File: src/hdl/ppm_pkg.sv
// ppm_pkg: constants shared by the media-side port device, the symbol
// source end and the bench. Assumes a single 50 MHz pclk.
package ppm_pkg;
	localparam int PPM_CLK_HZ = 50000000;
	localparam int PPM_LINE_BPS = 125000000;
	localparam int PPM_BITS_PER_PAIR = 8;
	localparam int PPM_SYM_W = 4;
	localparam int PPM_PAIR_W = 2 * PPM_SYM_W;
	localparam int PPM_PIN_SYNC_W = 5;
	localparam logic [7:0] PPM_OFF_MODE = 8'h00;
	localparam logic [7:0] PPM_OFF_TX_STATE = 8'h04;
	localparam logic [7:0] PPM_OFF_STATUS = 8'h08;
	localparam int PPM_MODE_TX_EN_BIT = 0;
	localparam int PPM_MODE_LOOP_BIT = 1;
	localparam int PPM_MODE_RX_CTRL_BIT = 2;
	localparam logic [2:0] PPM_MODE_RST = 3'h0;
	localparam logic [2:0] PPM_TX_STATE_RST = 3'h0;
	localparam logic [2:0] PPM_OFF_TX_STATE_CODE = 3'h0;
	localparam int PPM_STAT_LOCK_BIT = 0;
	localparam int PPM_STAT_SIG_BIT = 1;
	localparam int PPM_STAT_ERR_LSB = 8;
	localparam int PPM_ERR_CNT_W = 8;
	localparam logic [7:0] PPM_ERR_CNT_RST = 8'h00;
	localparam logic [7:0] PPM_PAIR_RST = 8'h00;
endpackage

File: src/hdl/ppm_port_if.sv
// ppm_port_if: request and indicate paths between the symbol source end
// and the media-side device. Both ends run on the same pclk.
`timescale 1ns/1ps
interface ppm_port_if;
	logic req_parity;
	logic req_ctrl_flag;
	logic [7:0] req_symbol_pair;
	logic ind_parity;
	logic ind_ctrl_flag;
	logic [7:0] ind_symbol_pair;

	modport dev
	(
		input req_parity,
		input req_ctrl_flag,
		input req_symbol_pair,
		output ind_parity,
		output ind_ctrl_flag,
		output ind_symbol_pair
	);

	modport src
	(
		output req_parity,
		output req_ctrl_flag,
		output req_symbol_pair,
		input ind_parity,
		input ind_ctrl_flag,
		input ind_symbol_pair
	);
endinterface

File: src/hdl/ppm_dev_end.sv
// ppm_dev_end: media-side port device. Serialises request pairs onto the
// transmit line, deserialises the receive line onto the indicate path,
// drives loopback and transmitter enable. Registers over APB.
// Assumes line pins are asynchronous to pclk and one line bit per pclk.
`timescale 1ns/1ps
module ppm_dev_end
	import ppm_pkg::*;
(
	input wire logic pclk,
	input wire logic presetn,
	input wire logic psel,
	input wire logic penable,
	input wire logic pwrite,
	input wire logic [7:0] paddr,
	input wire logic [31:0] pwdata,
	output logic [31:0] prdata,
	output logic pready,
	output logic pslverr,
	ppm_port_if.dev port,
	input wire logic recovered_clock_locked,
	input wire logic line_signal_present,
	input wire logic rx_serial_p,
	input wire logic rx_serial_n,
	input wire logic tx_enable_polarity_sel,
	output logic tx_serial_p,
	output logic tx_serial_n,
	output logic ext_loop_enable_out,
	output logic loop_serial_out_p,
	output logic loop_serial_out_n,
	output logic optical_tx_enable_out
);
	import ppm_pkg::*;

	// pin synchronisers: three stages, change accepted once stages 2 and 3 agree
	wire [PPM_PIN_SYNC_W-1:0] pin_raw;
	logic [PPM_PIN_SYNC_W-1:0] pin_s1_ff;
	logic [PPM_PIN_SYNC_W-1:0] pin_s2_ff;
	logic [PPM_PIN_SYNC_W-1:0] pin_s3_ff;
	logic [PPM_PIN_SYNC_W-1:0] pin_ok_ff;
	assign pin_raw = {tx_enable_polarity_sel, rx_serial_n, rx_serial_p,
		line_signal_present, recovered_clock_locked};

	genvar gi;
	generate
		for (gi = 0; gi < PPM_PIN_SYNC_W; gi++)
		begin : g_pin
			always_ff @(posedge pclk or negedge presetn)
			begin
				if (!presetn)
				begin
					pin_s1_ff[gi] <= 1'b0;
					pin_s2_ff[gi] <= 1'b0;
					pin_s3_ff[gi] <= 1'b0;
					pin_ok_ff[gi] <= 1'b0;
				end
				else
				begin
					pin_s1_ff[gi] <= pin_raw[gi];
					pin_s2_ff[gi] <= pin_s1_ff[gi];
					pin_s3_ff[gi] <= pin_s2_ff[gi];
					if (pin_s2_ff[gi] == pin_s3_ff[gi])
						pin_ok_ff[gi] <= pin_s3_ff[gi];
				end
			end
		end
	endgenerate

	wire locked = pin_ok_ff[0];
	wire sig_present = pin_ok_ff[1];
	// the agreement stage drops one-cycle pulses, so a run of equal line bits must stand two pclk cycles
	wire rx_bit = pin_ok_ff[2] & ~pin_ok_ff[3]; // differential pair
	wire pol_sel = pin_ok_ff[4];

	// registers
	logic [2:0] mode_ff;
	logic [2:0] tx_state_ff;
	logic [PPM_ERR_CNT_W-1:0] err_cnt_ff;
	logic [31:0] prdata_ff;
	logic pslverr_ff;

	wire setup = psel & ~penable;
	wire access = psel & penable;
	wire hit_mode = (paddr == PPM_OFF_MODE);
	wire hit_state = (paddr == PPM_OFF_TX_STATE);
	wire hit_stat = (paddr == PPM_OFF_STATUS);
	wire hit_any = hit_mode | hit_state | hit_stat;
	wire wr_mode = access & pwrite & hit_mode;
	wire wr_state = access & pwrite & hit_state;
	wire tx_mode_bit = mode_ff[PPM_MODE_TX_EN_BIT];
	wire loop_on = mode_ff[PPM_MODE_LOOP_BIT];
	wire rx_ctrl = mode_ff[PPM_MODE_RX_CTRL_BIT];

	wire [31:0] stat_word = {16'h0000, err_cnt_ff, 6'h00, sig_present, locked};
	wire [31:0] nxt_prdata = hit_mode ? {29'h0, mode_ff} :
		hit_state ? {29'h0, tx_state_ff} :
		hit_stat ? stat_word : 32'h00000000;

	// read data is fetched in the setup cycle so access always completes at once
	always_ff @(posedge pclk or negedge presetn)
	begin
		if (!presetn)
		begin
			mode_ff <= PPM_MODE_RST;
			tx_state_ff <= PPM_TX_STATE_RST;
			prdata_ff <= 32'h00000000;
			pslverr_ff <= 1'b0;
		end
		else
		begin
			if (wr_mode)
				mode_ff <= pwdata[2:0];
			if (wr_state)
				tx_state_ff <= pwdata[2:0];
			if (setup)
			begin
				prdata_ff <= nxt_prdata;
				pslverr_ff <= ~hit_any;
			end
		end
	end

	// byte timing: one pair per eight line bits
	logic [2:0] bit_cnt_ff;
	wire pair_edge = (bit_cnt_ff == 3'(PPM_BITS_PER_PAIR - 1));
	wire req_odd = ^{port.req_parity, port.req_ctrl_flag, port.req_symbol_pair};

	// transmit shifter: msb of first symbol goes out first
	logic [7:0] tx_sh_ff;
	logic tx_p_ff;
	logic tx_n_ff;
	logic loop_en_ff;
	logic loop_p_ff;
	logic loop_n_ff;
	wire [7:0] nxt_tx_sh = pair_edge ? port.req_symbol_pair : {tx_sh_ff[6:0], 1'b0};
	wire tx_bit = tx_sh_ff[7];

	// a pair with bad parity is still sent; the count lets software see it
	always_ff @(posedge pclk or negedge presetn)
	begin
		if (!presetn)
		begin
			bit_cnt_ff <= 3'h0;
			tx_sh_ff <= PPM_PAIR_RST;
			err_cnt_ff <= PPM_ERR_CNT_RST;
		end
		else
		begin
			bit_cnt_ff <= bit_cnt_ff + 3'h1;
			tx_sh_ff <= nxt_tx_sh;
			if (pair_edge && !req_odd && err_cnt_ff != 8'hFF)
				err_cnt_ff <= err_cnt_ff + 8'h01;
		end
	end

	// line outputs
	always_ff @(posedge pclk or negedge presetn)
	begin
		if (!presetn)
		begin
			tx_p_ff <= 1'b0;
			tx_n_ff <= 1'b1;
			loop_en_ff <= 1'b0;
			loop_p_ff <= 1'b1;
			loop_n_ff <= 1'b0;
		end
		else
		begin
			tx_p_ff <= tx_bit;
			tx_n_ff <= ~tx_bit;
			loop_en_ff <= loop_on;
			loop_p_ff <= loop_on ? tx_bit : 1'b1;
			loop_n_ff <= loop_on ? ~tx_bit : 1'b0;
		end
	end

	// transmitter enable: polarity input inverts the sense of "on"
	wire off_state = (tx_state_ff == PPM_OFF_TX_STATE_CODE);
	wire tx_on = tx_mode_bit & ~off_state;
	wire nxt_tx_en_out = tx_on ? pol_sel : ~pol_sel;
	logic tx_en_out_ff;

	// receive deserialiser: indicate stays at zero pair until clock and signal present
	logic [7:0] rx_sh_ff;
	logic [7:0] ind_pair_ff;
	logic ind_ctrl_ff;
	logic ind_par_ff;
	wire line_ok = locked & sig_present;
	wire [7:0] rx_word = {rx_sh_ff[6:0], rx_bit};
	wire [7:0] nxt_ind_pair = line_ok ? rx_word : PPM_PAIR_RST;
	wire nxt_ind_ctrl = rx_ctrl;

	always_ff @(posedge pclk or negedge presetn)
	begin
		if (!presetn)
		begin
			tx_en_out_ff <= 1'b0;
			rx_sh_ff <= PPM_PAIR_RST;
			ind_pair_ff <= PPM_PAIR_RST;
			ind_ctrl_ff <= 1'b0;
			ind_par_ff <= 1'b1;
		end
		else
		begin
			tx_en_out_ff <= nxt_tx_en_out;
			rx_sh_ff <= rx_word;
			if (pair_edge)
			begin
				ind_pair_ff <= nxt_ind_pair;
				ind_ctrl_ff <= nxt_ind_ctrl;
				ind_par_ff <= ~^{nxt_ind_ctrl, nxt_ind_pair};
			end
		end
	end

	// one port of the dual variant; a second instance forms the other port
	assign port.ind_symbol_pair = ind_pair_ff;
	assign port.ind_ctrl_flag = ind_ctrl_ff;
	assign port.ind_parity = ind_par_ff;
	assign prdata = prdata_ff;
	assign pready = 1'b1;
	assign pslverr = pslverr_ff;
	assign tx_serial_p = tx_p_ff;
	assign tx_serial_n = tx_n_ff;
	assign ext_loop_enable_out = loop_en_ff;
	assign loop_serial_out_p = loop_p_ff;
	assign loop_serial_out_n = loop_n_ff;
	assign optical_tx_enable_out = tx_en_out_ff;
endmodule

File: src/flat_wrapper.sv
// flat-port wrapper written by rule: the top's interface ports become plain ports
module ppm_dev_end_flat import ppm_pkg::*;
  (pclk, presetn, psel, penable, pwrite, paddr, pwdata, prdata, pready, pslverr, recovered_clock_locked, line_signal_present, rx_serial_p, rx_serial_n, tx_enable_polarity_sel, tx_serial_p, tx_serial_n, ext_loop_enable_out, loop_serial_out_p, loop_serial_out_n, optical_tx_enable_out, port_req_parity, port_req_ctrl_flag, port_req_symbol_pair, port_ind_parity, port_ind_ctrl_flag, port_ind_symbol_pair);
  ppm_port_if port_i ();
  input wire logic pclk;
  input wire logic presetn;
  input wire logic psel;
  input wire logic penable;
  input wire logic pwrite;
  input wire logic [7:0] paddr;
  input wire logic [31:0] pwdata;
  output logic [31:0] prdata;
  output logic pready;
  output logic pslverr;
  input wire logic recovered_clock_locked;
  input wire logic line_signal_present;
  input wire logic rx_serial_p;
  input wire logic rx_serial_n;
  input wire logic tx_enable_polarity_sel;
  output logic tx_serial_p;
  output logic tx_serial_n;
  output logic ext_loop_enable_out;
  output logic loop_serial_out_p;
  output logic loop_serial_out_n;
  output logic optical_tx_enable_out;
  input wire logic [$bits(port_i.req_parity)-1:0] port_req_parity;
  input wire logic [$bits(port_i.req_ctrl_flag)-1:0] port_req_ctrl_flag;
  input wire logic [$bits(port_i.req_symbol_pair)-1:0] port_req_symbol_pair;
  output wire logic [$bits(port_i.ind_parity)-1:0] port_ind_parity;
  output wire logic [$bits(port_i.ind_ctrl_flag)-1:0] port_ind_ctrl_flag;
  output wire logic [$bits(port_i.ind_symbol_pair)-1:0] port_ind_symbol_pair;
  assign port_i.req_parity = port_req_parity;
  assign port_i.req_ctrl_flag = port_req_ctrl_flag;
  assign port_i.req_symbol_pair = port_req_symbol_pair;
  assign port_ind_parity = port_i.ind_parity;
  assign port_ind_ctrl_flag = port_i.ind_ctrl_flag;
  assign port_ind_symbol_pair = port_i.ind_symbol_pair;
  ppm_dev_end u_core (.pclk(pclk), .presetn(presetn), .psel(psel), .penable(penable), .pwrite(pwrite), .paddr(paddr), .pwdata(pwdata), .prdata(prdata), .pready(pready), .pslverr(pslverr), .port(port_i), .recovered_clock_locked(recovered_clock_locked), .line_signal_present(line_signal_present), .rx_serial_p(rx_serial_p), .rx_serial_n(rx_serial_n), .tx_enable_polarity_sel(tx_enable_polarity_sel), .tx_serial_p(tx_serial_p), .tx_serial_n(tx_serial_n), .ext_loop_enable_out(ext_loop_enable_out), .loop_serial_out_p(loop_serial_out_p), .loop_serial_out_n(loop_serial_out_n), .optical_tx_enable_out(optical_tx_enable_out));
endmodule
File: config.mk
export PLATFORM = sky130hd
export DESIGN_NAME = ppm_dev_end_flat
export DESIGN_NICKNAME = d
export VERILOG_FILES = /design/src/hdl/ppm_pkg.sv /design/src/hdl/ppm_port_if.sv /design/src/hdl/ppm_dev_end.sv /design/src/flat_wrapper.sv
export SDC_FILE = /design/constraint.sdc
export NUM_CORES = 1
export LEC_CHECK = 0
export BUFFER_PORTS_ARGS = -buffer_cell sky130_fd_sc_hd__buf_4
export CORE_MARGIN = 2
export CORE_UTILIZATION = 30
export DETAILED_ROUTE_END_ITERATION = 10
export PLACE_DENSITY_LB_ADDON = 0.25
export SLEW_MARGIN = 20
export SYNTH_ARGS = -nofsm -noshare
export SYNTH_HDL_FRONTEND = slang
export SYNTH_SLANG_ARGS = --single-unit
File: constraint.sdc
create_clock -name pclk -period 3.96 [get_ports pclk]
set_input_delay 0.396 -clock pclk [delete_from_list [all_inputs] [get_ports pclk]]
set_output_delay 0.396 -clock pclk [all_outputs]
set_load 0.01 [all_outputs]
# Word-level counts from Yosys, hierarchy flattened
# Cells that the tools add are included.
word_totals:
  reg_bits: 101
  input_bits: 60
  output_inout_bits: 50
  word_cells: 79
op_classes:
  addsub: 2
  n_eq_ne: 9
  muxes: 8
  bitwise: 16
  n_reduce_logical: 7
op_table:
  columns: ["operator", "n"]
  rows:
  - ["$mux 32", 2]
  - ["$mux 16", 1]
  - ["$mux 8", 2]
  - ["$reduce_xor 10->1", 1]
  - ["$reduce_xnor 9->1", 1]
  - ["$add 8x1->8 const B", 1]
  - ["$and 1x1->1", 8]
  - ["$eq 8x3->1 const B", 1]
  - ["$eq 8x4->1 const B", 1]
  - ["$logic_not 8->1", 1]
  - ["$ne 8x8->1 const B", 1]
  - ["$not 1->1", 6]
  - ["$eq 1x1->1", 5]
  - ["$add 3x1->3 const B", 1]
  - ["$eq 3x3->1 const B", 1]
  - ["$logic_not 3->1", 1]
  - ["$mux 1", 3]
  - ["$logic_and 1x1->1", 2]
  - ["$or 1x1->1", 2]
  - ["$logic_not 1->1", 1]

# Depth between registers and ports, before layout
# Gate-level depths: netlist of run 1.
depth:
  depth_word: 4
  mapped_depth: 6
  depth_no_buf: 5

# Least setup slack after synthesis of run 1
# OpenSTA, ideal clock, no wires.
synth_timing:
  path_kind: "input to register"
  from: "input port_req_symbol_pair[2]"
  to: "register u_core.err_cnt_ff[1]"
  setup_ns: 0.125
  arrival_ns: 1.700
  t_required_ns: 3.835
  path_slack_ns: 2.135
  stages: 5
  path_buffers: 0
  cell_sequence: "xnor2_1 -> xnor3_2 -> xor2_1 -> nand3b_2 -> mux2_4"
synth_between:
  elab_chain_cells: 4
synth_rtl:
  columns: ["item", "line_no", "source"]
  rows:
  - ["start: declaration", "flat_wrapper.sv:28", "input wire logic [$bits(port_i.req_symbol_pair)-1:0] port_req_symbol_pair;"]
  - ["$reduce_xor 10->1", "ppm_dev_end.sv:125", "wire req_odd = ^{port.req_parity, port.req_ctrl_flag, port.req_symbol_pair};"]
  - ["$logic_not 1->1", "ppm_dev_end.sv:150", "if (pair_edge && !req_odd && err_cnt_ff != 8'hFF)"]
  - ["$logic_and 1x1->1 (2 in series)", "ppm_dev_end.sv:150", null]
  - ["end signal: assignment", "ppm_dev_end.sv:151", "err_cnt_ff <= err_cnt_ff + 8'h01;"]
  - ["end: declaration", "ppm_dev_end.sv:77", "logic [PPM_ERR_CNT_W-1:0] err_cnt_ff;"]
# No other way between the ends.
# A chain may end at the register's enable or synchronous reset.

# Worst setup path after layout of run 1
# Same ends and word-level chain as after synthesis.

==> results.toml, run 1 <==
[outcome]
run_status = "finished clean"

[detailed_routing]
wl_met2_um = 2461
vias_per_cell = 4.269
met3_length_um = 463
wl_um = 5706
drcViolationCount = 0
wl_per_cell_um = 12.68
met1Wirelength_um = 2721
top_layer_used = "met4"
vias = 1921
ant_nets = 0
initialDrtViolationCount = 53
dr.pass1.iters = 4

[worst_setup_path]
critPathKind = "in2reg"
crit_path_end = "u_core.err_cnt_ff[1]"
cp-startpoint = "port_req_symbol_pair[2]"
cp-start-kind = "input pin"
rr_startpoint = "u_core.pin_ok_ff[3]"
worst-path-max-fanout = 4
r2r-end = "u_core.port.ind_parity"
reg2reg_depth = 5
cp_cell_sequence = "buf_4 > xnor2_1 > xnor3_2 > xor2_1 > nand3b_2 > mux2_4"
cp_slowest_cell = "xnor3_2"
arrival_ns = 2.06
crit_path_max_incr_delay_ns = 0.49
critPathCaptureType = "flip-flop"
crit_required_ns = 4.19
r2r_slack_ns = 2.16

[synth]
synth-seq-cells = 80
yosysTopAreaCellShare_pct = 59.74
avgSynthCellArea_um2 = 13.01
ys_top_cells_by_area = "dfrtp_1 (60%), buf_4 (5.1%), mux2_2 (4.9%), xnor2_1 (3.3%), dfstp_2 (2.4%)"
syn_inst = 248
synth_seq_area_share_pct = 62.18
synthFlopType = "dfrtp_1"
async_flop_share_pct = 100.0
synthDistinctLibCells = 38
synth_top_cell_by_area = "dfrtp_1"
ys_warn_count = 0
synth_edf_count = 0
netlist_area_um2 = 3226

[final_layout]
fin_nets = 372
multiInputGateArea_um2 = 1057
area_growth_pct = 21.92
final_cell_area_um2 = 3933
drive_above_1_share_pct = 31.21
final_util_pct = 37.92
seqCellArea_um2 = 2006
antennaDiodeCount = 0
fillers = 1035

[timing]
setup_viol_count_final = 0
drv_slew = 0
min_period_ns = 1.832
rsz0062_at_grt = "no"
setup_ws_ns = 2.128
timing.final.crit_share_pct = 46.27
setup_tns_ns = 0
worst_pin_slew_ns = 0.7660
finalHoldViolations = 0
max_slew_margin_pct = 48.51
clock.fmax_mhz = 545.8
finalClockSkew_ns = 0.009118

[power]
intPower_mw = 1.328
ir_drop_mv = 0.2036
p_sw_mw = 0.4682
seqPwrFrac_pct = 53.1
p_leak_nw = 1.847
p_per_area_nw_per_um2 = 456.8
p_clk_share_pct = 34.0
switching_share_pct = 26.06
power_frac_comb_pct = 12.9
power_mw = 1.796

[floorplan]
die-area_um2 = 11600
coreArea_um2 = 10370
fp.dieH_um = 107.7
rows = 37
pin_count = 110
initial_utilization_pct = 31.11
fp.dieW_um = 107.7

[clocking]
cts_root_buf = "clkbuf_8"
cts_setup_buffers = 0
cts-hold-fix-buffers = 0
htreeDepth = 3
ctsResizeCount = 0
cts_tree = "done"
clockBufferDepth = 2
clk_latency_ns = 0.34
clk_pin_slew_ns = 0.08
numCtsBuffers = 9
tritoncts_num_sinks = 80

[placement]
place_area_um2 = 3721
pre_cts_ws_ns = 1.795
routabilityCongestion = 0.7087
io_buffers = 58
dp_hpwl_um = 3940

[global_route]
grt_pass1_vias = 1929
grt_remaining_overflow = 0
grt_pass1_wl_um = 9494
grt_max_degree = 81
grt_usage_pct = 10.67
antenna_found_initial = 0

[hold_path]
hp-class = "in2async"

[run]
cap_violations = 0
-- synthesized netlist by cell type, drive strengths merged, types with 5 or more instances --
cell     n
mux2    16
nor4     6
xor2     7
nand2   19
inv     12
a22o     8
buf     23
clkbuf   6
nor2b    5
dfrtp   77
maj3     5
o22ai    7
nor2     5
xnor2   12
-- power by group through the flow --
| stage | Sequential (mW) | Combinational [mW] | Clock, mW |
|---|---|---|---|
| after floorplan | 0.956 | 0.161 | 0 |
| after global placement | 0.968 | 0.229 | 0 |
| after detailed placement | 0.970 | 0.234 | 0 |
| after CTS | 0.955 | 0.235 | 0.638 |
| after global routing | 0.969 | 0.260 | 0.672 |
| final | 0.954 | 0.231 | 0.611 |
-- how the worst min path moves through the flow --
stage	endpoint	slack, ns	from	cells past startpoint
after floorplan	u_core.bit_cnt_ff[0]	0.10	presetn	0
after global placement	u_core.pin_s2_ff[3]	0.33	u_core.pin_s1_ff[3]	0
after detailed placement	u_core.pin_s2_ff[3]	0.33	u_core.pin_s1_ff[3]	0
after CTS	u_core.pin_s1_ff[3]	0.13	rx_serial_n	1
after global routing	u_core.tx_sh_ff[3]	0.12	presetn	1
final	u_core.tx_sh_ff[3]	0.07	presetn	1
-- registers in the layout (all words and copies together), names as in the netlist, 2 cells and up --
register	flops
u_core.mode_ff	3
u_core.prdata	11
u_core.port.ind_symbol_pair	8
u_core.err_cnt_ff	8
u_core.rx_sh_ff	7
u_core.pin_s2_ff	5
u_core.pin_s1_ff	5
u_core.pin_ok_ff	2
u_core.pin_s3_ff	5
u_core.tx_state_ff	3
u_core.bit_cnt_ff	3
u_core.tx_sh_ff	8
-- routing by layer --
layer	up-vias	track usage, %
li1	917	-
met1	932	14.34
met2	68	15.36
met3	4	4.479
met4	0	3.846
met5	-	0
-- placed cells by master, fill, tap and decap left out, types with 4 or more instances in the layout --
cell type and n:
dfrtp_1 77, buf_4 58, conb_1 22, nand2_1 19, mux2_2 14, inv_1 12, xnor2_1 12, clkbuf_8 11
a22o_1 8, xor2_1 7, o22ai_1 7, nor2b_1 5, nor2_1 5, maj3_1 5, nor4_1 4
-- critical path, delay by kind of cell --
kind / cells / cell delay [ns]
simple gates: 1 / 0.18
buf+inv: 1 / 0.11
xor+xnor: 3 / 1.04
mux: 1 / 0.32
-- final cells by class --
class / instances / share of cell area [%]
Inverter: 12 / 1.145
Tap cell: 136 / 4.327
Clock buffer: 12 / 3.945
Sequential cell: 80 / 51.00
Multi-Input combinational cell: 147 / 26.89
Clock inverter: 4 / 1.336
Timing Repair Buffer: 59 / 11.36
-- stage by stage --
stage          hold WS, ns  cells
2_1_floorplan       0.1004    268
3_3_place_gp        0.3317    434
3_5_place_dp        0.3347    434
4_1_cts             0.1317    450
5_1_grt             0.1228    450
6_report           0.06585    450
-- kinds of logic after synthesis --
group / synth area share (%)
flip-flops: 62.18
AND/OR/NAND/NOR: 7.990
buffers and inverters: 7.370
AO/OA/AOI/OAI: 6.168
XOR/XNOR: 6.594
multiplexers: 6.749
adder cells (fa/ha/maj): 2.715
other: 0.2328
No activity file was read; power rests on OpenSTA's default activity.
==> run 2, diff against run 1 <==
clock period = 1.8 ns   (was 3.96 ns; I/O delays follow)
==> run 2 against run 1 <==
Compared with the run above: die area did not move; critical path depth fell by 1; hold slack got worse by 0.012 ns; clock power rose by 110%; non-clock buffer count rose by 15; cell count rose by 3.3%; core utilization rose by 1.3 points; global-route usage rose by 0.81 points; wire length rose by 5.2%.
==> results.toml, run 2 (same netlist as run 1, synthesis figures left out) <==
[clocking]
clk_latency_ns = 0.35
cts_tree = "done"
cts_root_buf = "clkbuf_8"
clk_pin_slew_ns = 0.08
cts_setup_buffers = 0
clockBufferDepth = 2
tritoncts_num_sinks = 80
htreeDepth = 3
numCtsBuffers = 9

[hold_path]
hp-class = "in2reg"
whs_endpoint = "u_core.tx_sh_ff[0]"
hold_depth = 2
worstHoldStart = "port_req_symbol_pair[0]"

[detailed_routing]
wl_per_cell_um = 12.91
drcViolationCount = 0
dr.pass1.iters = 4
initialDrtViolationCount = 51
vias = 1976
ant_nets = 0
vias_per_cell = 4.249
wl_um = 6003

[floorplan]
die-area_um2 = 11600
rows = 37
initial_utilization_pct = 31.11
fp.dieH_um = 107.7
pin_count = 110
coreArea_um2 = 10370
fp.dieW_um = 107.7

[timing]
min_period_ns = 1.652
drv_slew = 0
finalClockSkew_ns = 0.008769
hold_ws_ns = 0.05401
timing.final.crit_share_pct = 91.78
setup_viol_count_final = 0
setup_tns_ns = 0
finalHoldViolations = 0
clock.fmax_mhz = 605.3
rsz0062_at_grt = "no"

[placement]
io_buffers = 58
dp_hpwl_um = 4167
routabilityCongestion = 0.6979
place_area_um2 = 3814
dpl.cell_count = 443

[final_layout]
fin_cells = 465
mostFrequentLayoutCells = "dfrtp_1 (77), buf_4 (66), conb_1 (22), nand2_1 (19), mux2_2 (14)"
drive_above_1_share_pct = 32.52
final_cell_area_um2 = 4065
antennaDiodeCount = 0
final_util_pct = 39.20
multiInputGateArea_um2 = 1060
fin_nets = 387
largest_reg_flops = 11
area_growth_pct = 26.03
seqCellArea_um2 = 2006
final_common_cell = "dfrtp_1"
fillers = 1006

[global_route]
grt_pass1_vias = 2016
grt_usage_pct = 11.49
grt_max_degree = 47
use_met3_pct = 4.237
busiest_layer = "met2"
use_met2_pct = 16.08
grt_remaining_overflow = 0
antenna_found_initial = 0
grt_pass1_wl_um = 10130
grt_util_met1_pct = 15.49

[power]
p_leak_nw = 1.913
p_per_area_nw_per_um2 = 964.5
ir_drop_mv = 0.4519

[worst_setup_path]
arrival_ns = 1.93
cp_cell_sequence = "nor2b_2 > xnor3_1 > xnor2_1 > or3_1 > a31o_2"
worst-path-buf-inv = 0
worst-path-max-fanout = 2
critPathCaptureType = "flip-flop"
cp_top_family = "XOR/XNOR gates"
critPathKind = "reg2reg"
cp_slowest_cell = "dfrtp_1"
crit_required_ns = 2.08
rr_startpoint = "u_core.pin_ok_ff[2]"
r2r-end = "u_core.port.ind_parity"
crit_path_max_incr_delay_ns = 0.39
cp-start-kind = "flip-flop"
reg2reg_depth = 5
r2r_slack_ns = 0.15

[outcome]
run_status = "finished clean"

[run]
cap_violations = 0
run 2: repair_timing:
action,in CTS,in global routing
endpoints found under the hold margin,36,0
gates resized for setup,0,1
endpoints found under the setup margin,0,1
hold buffers,6,0
run 2: final cells by class:
class	instances	area share [%]
clock buffers	11	3.232
clock inverters	5	1.416
inverters	12	1.108
multi-input cells	147	26.07
flip-flops and latches	80	49.34
well taps	136	4.186
repair buffers	74	14.65
run 2: power by group:
| part | total, mW | internal [mW] | switching (mW) |
|---|---|---|---|
| sequential | 2.10 | 1.95 | 0.148 |
| clock | 1.29 | 0.639 | 0.649 |
| combinational | 0.533 | 0.273 | 0.260 |
run 2: how the worst max path moves through the flow:
stage                            startpoint                endpoint  slack (ns)  cells after the start
finish                  u_core.pin_ok_ff[2]  u_core.port.ind_parity        0.15                      5
detailed placement  port_req_symbol_pair[2]    u_core.err_cnt_ff[1]       -0.14                      6
CTS                     u_core.pin_ok_ff[3]  u_core.port.ind_parity        0.07                      5
floorplan               u_core.pin_ok_ff[3]  u_core.port.ind_parity        0.17                      5
global placement    port_req_symbol_pair[2]    u_core.err_cnt_ff[1]       -0.10                      6
global route            u_core.pin_ok_ff[3]  u_core.port.ind_parity        0.07                      5
run 2: layer usage:
layer | vias to the layer above | part of all wire (%) | wire length, um
li1 | 949 | - | -
met1 | 948 | 49 | 2918
met2 | 70 | 42 | 2536
met3 | 9 | 7.4 | 446
met4 | 0 | 1.7 | 101
met5 | - | 0 | 0
run 2: per-stage QoR:
stage,total power [mW],setup slack [ns]
after floorplan,2.458,0.1702
after global placement,2.649,-0.1019
after detailed placement,2.663,-0.1409
after CTS,3.979,0.06694
after global routing,4.150,0.06594
final,3.921,0.1479
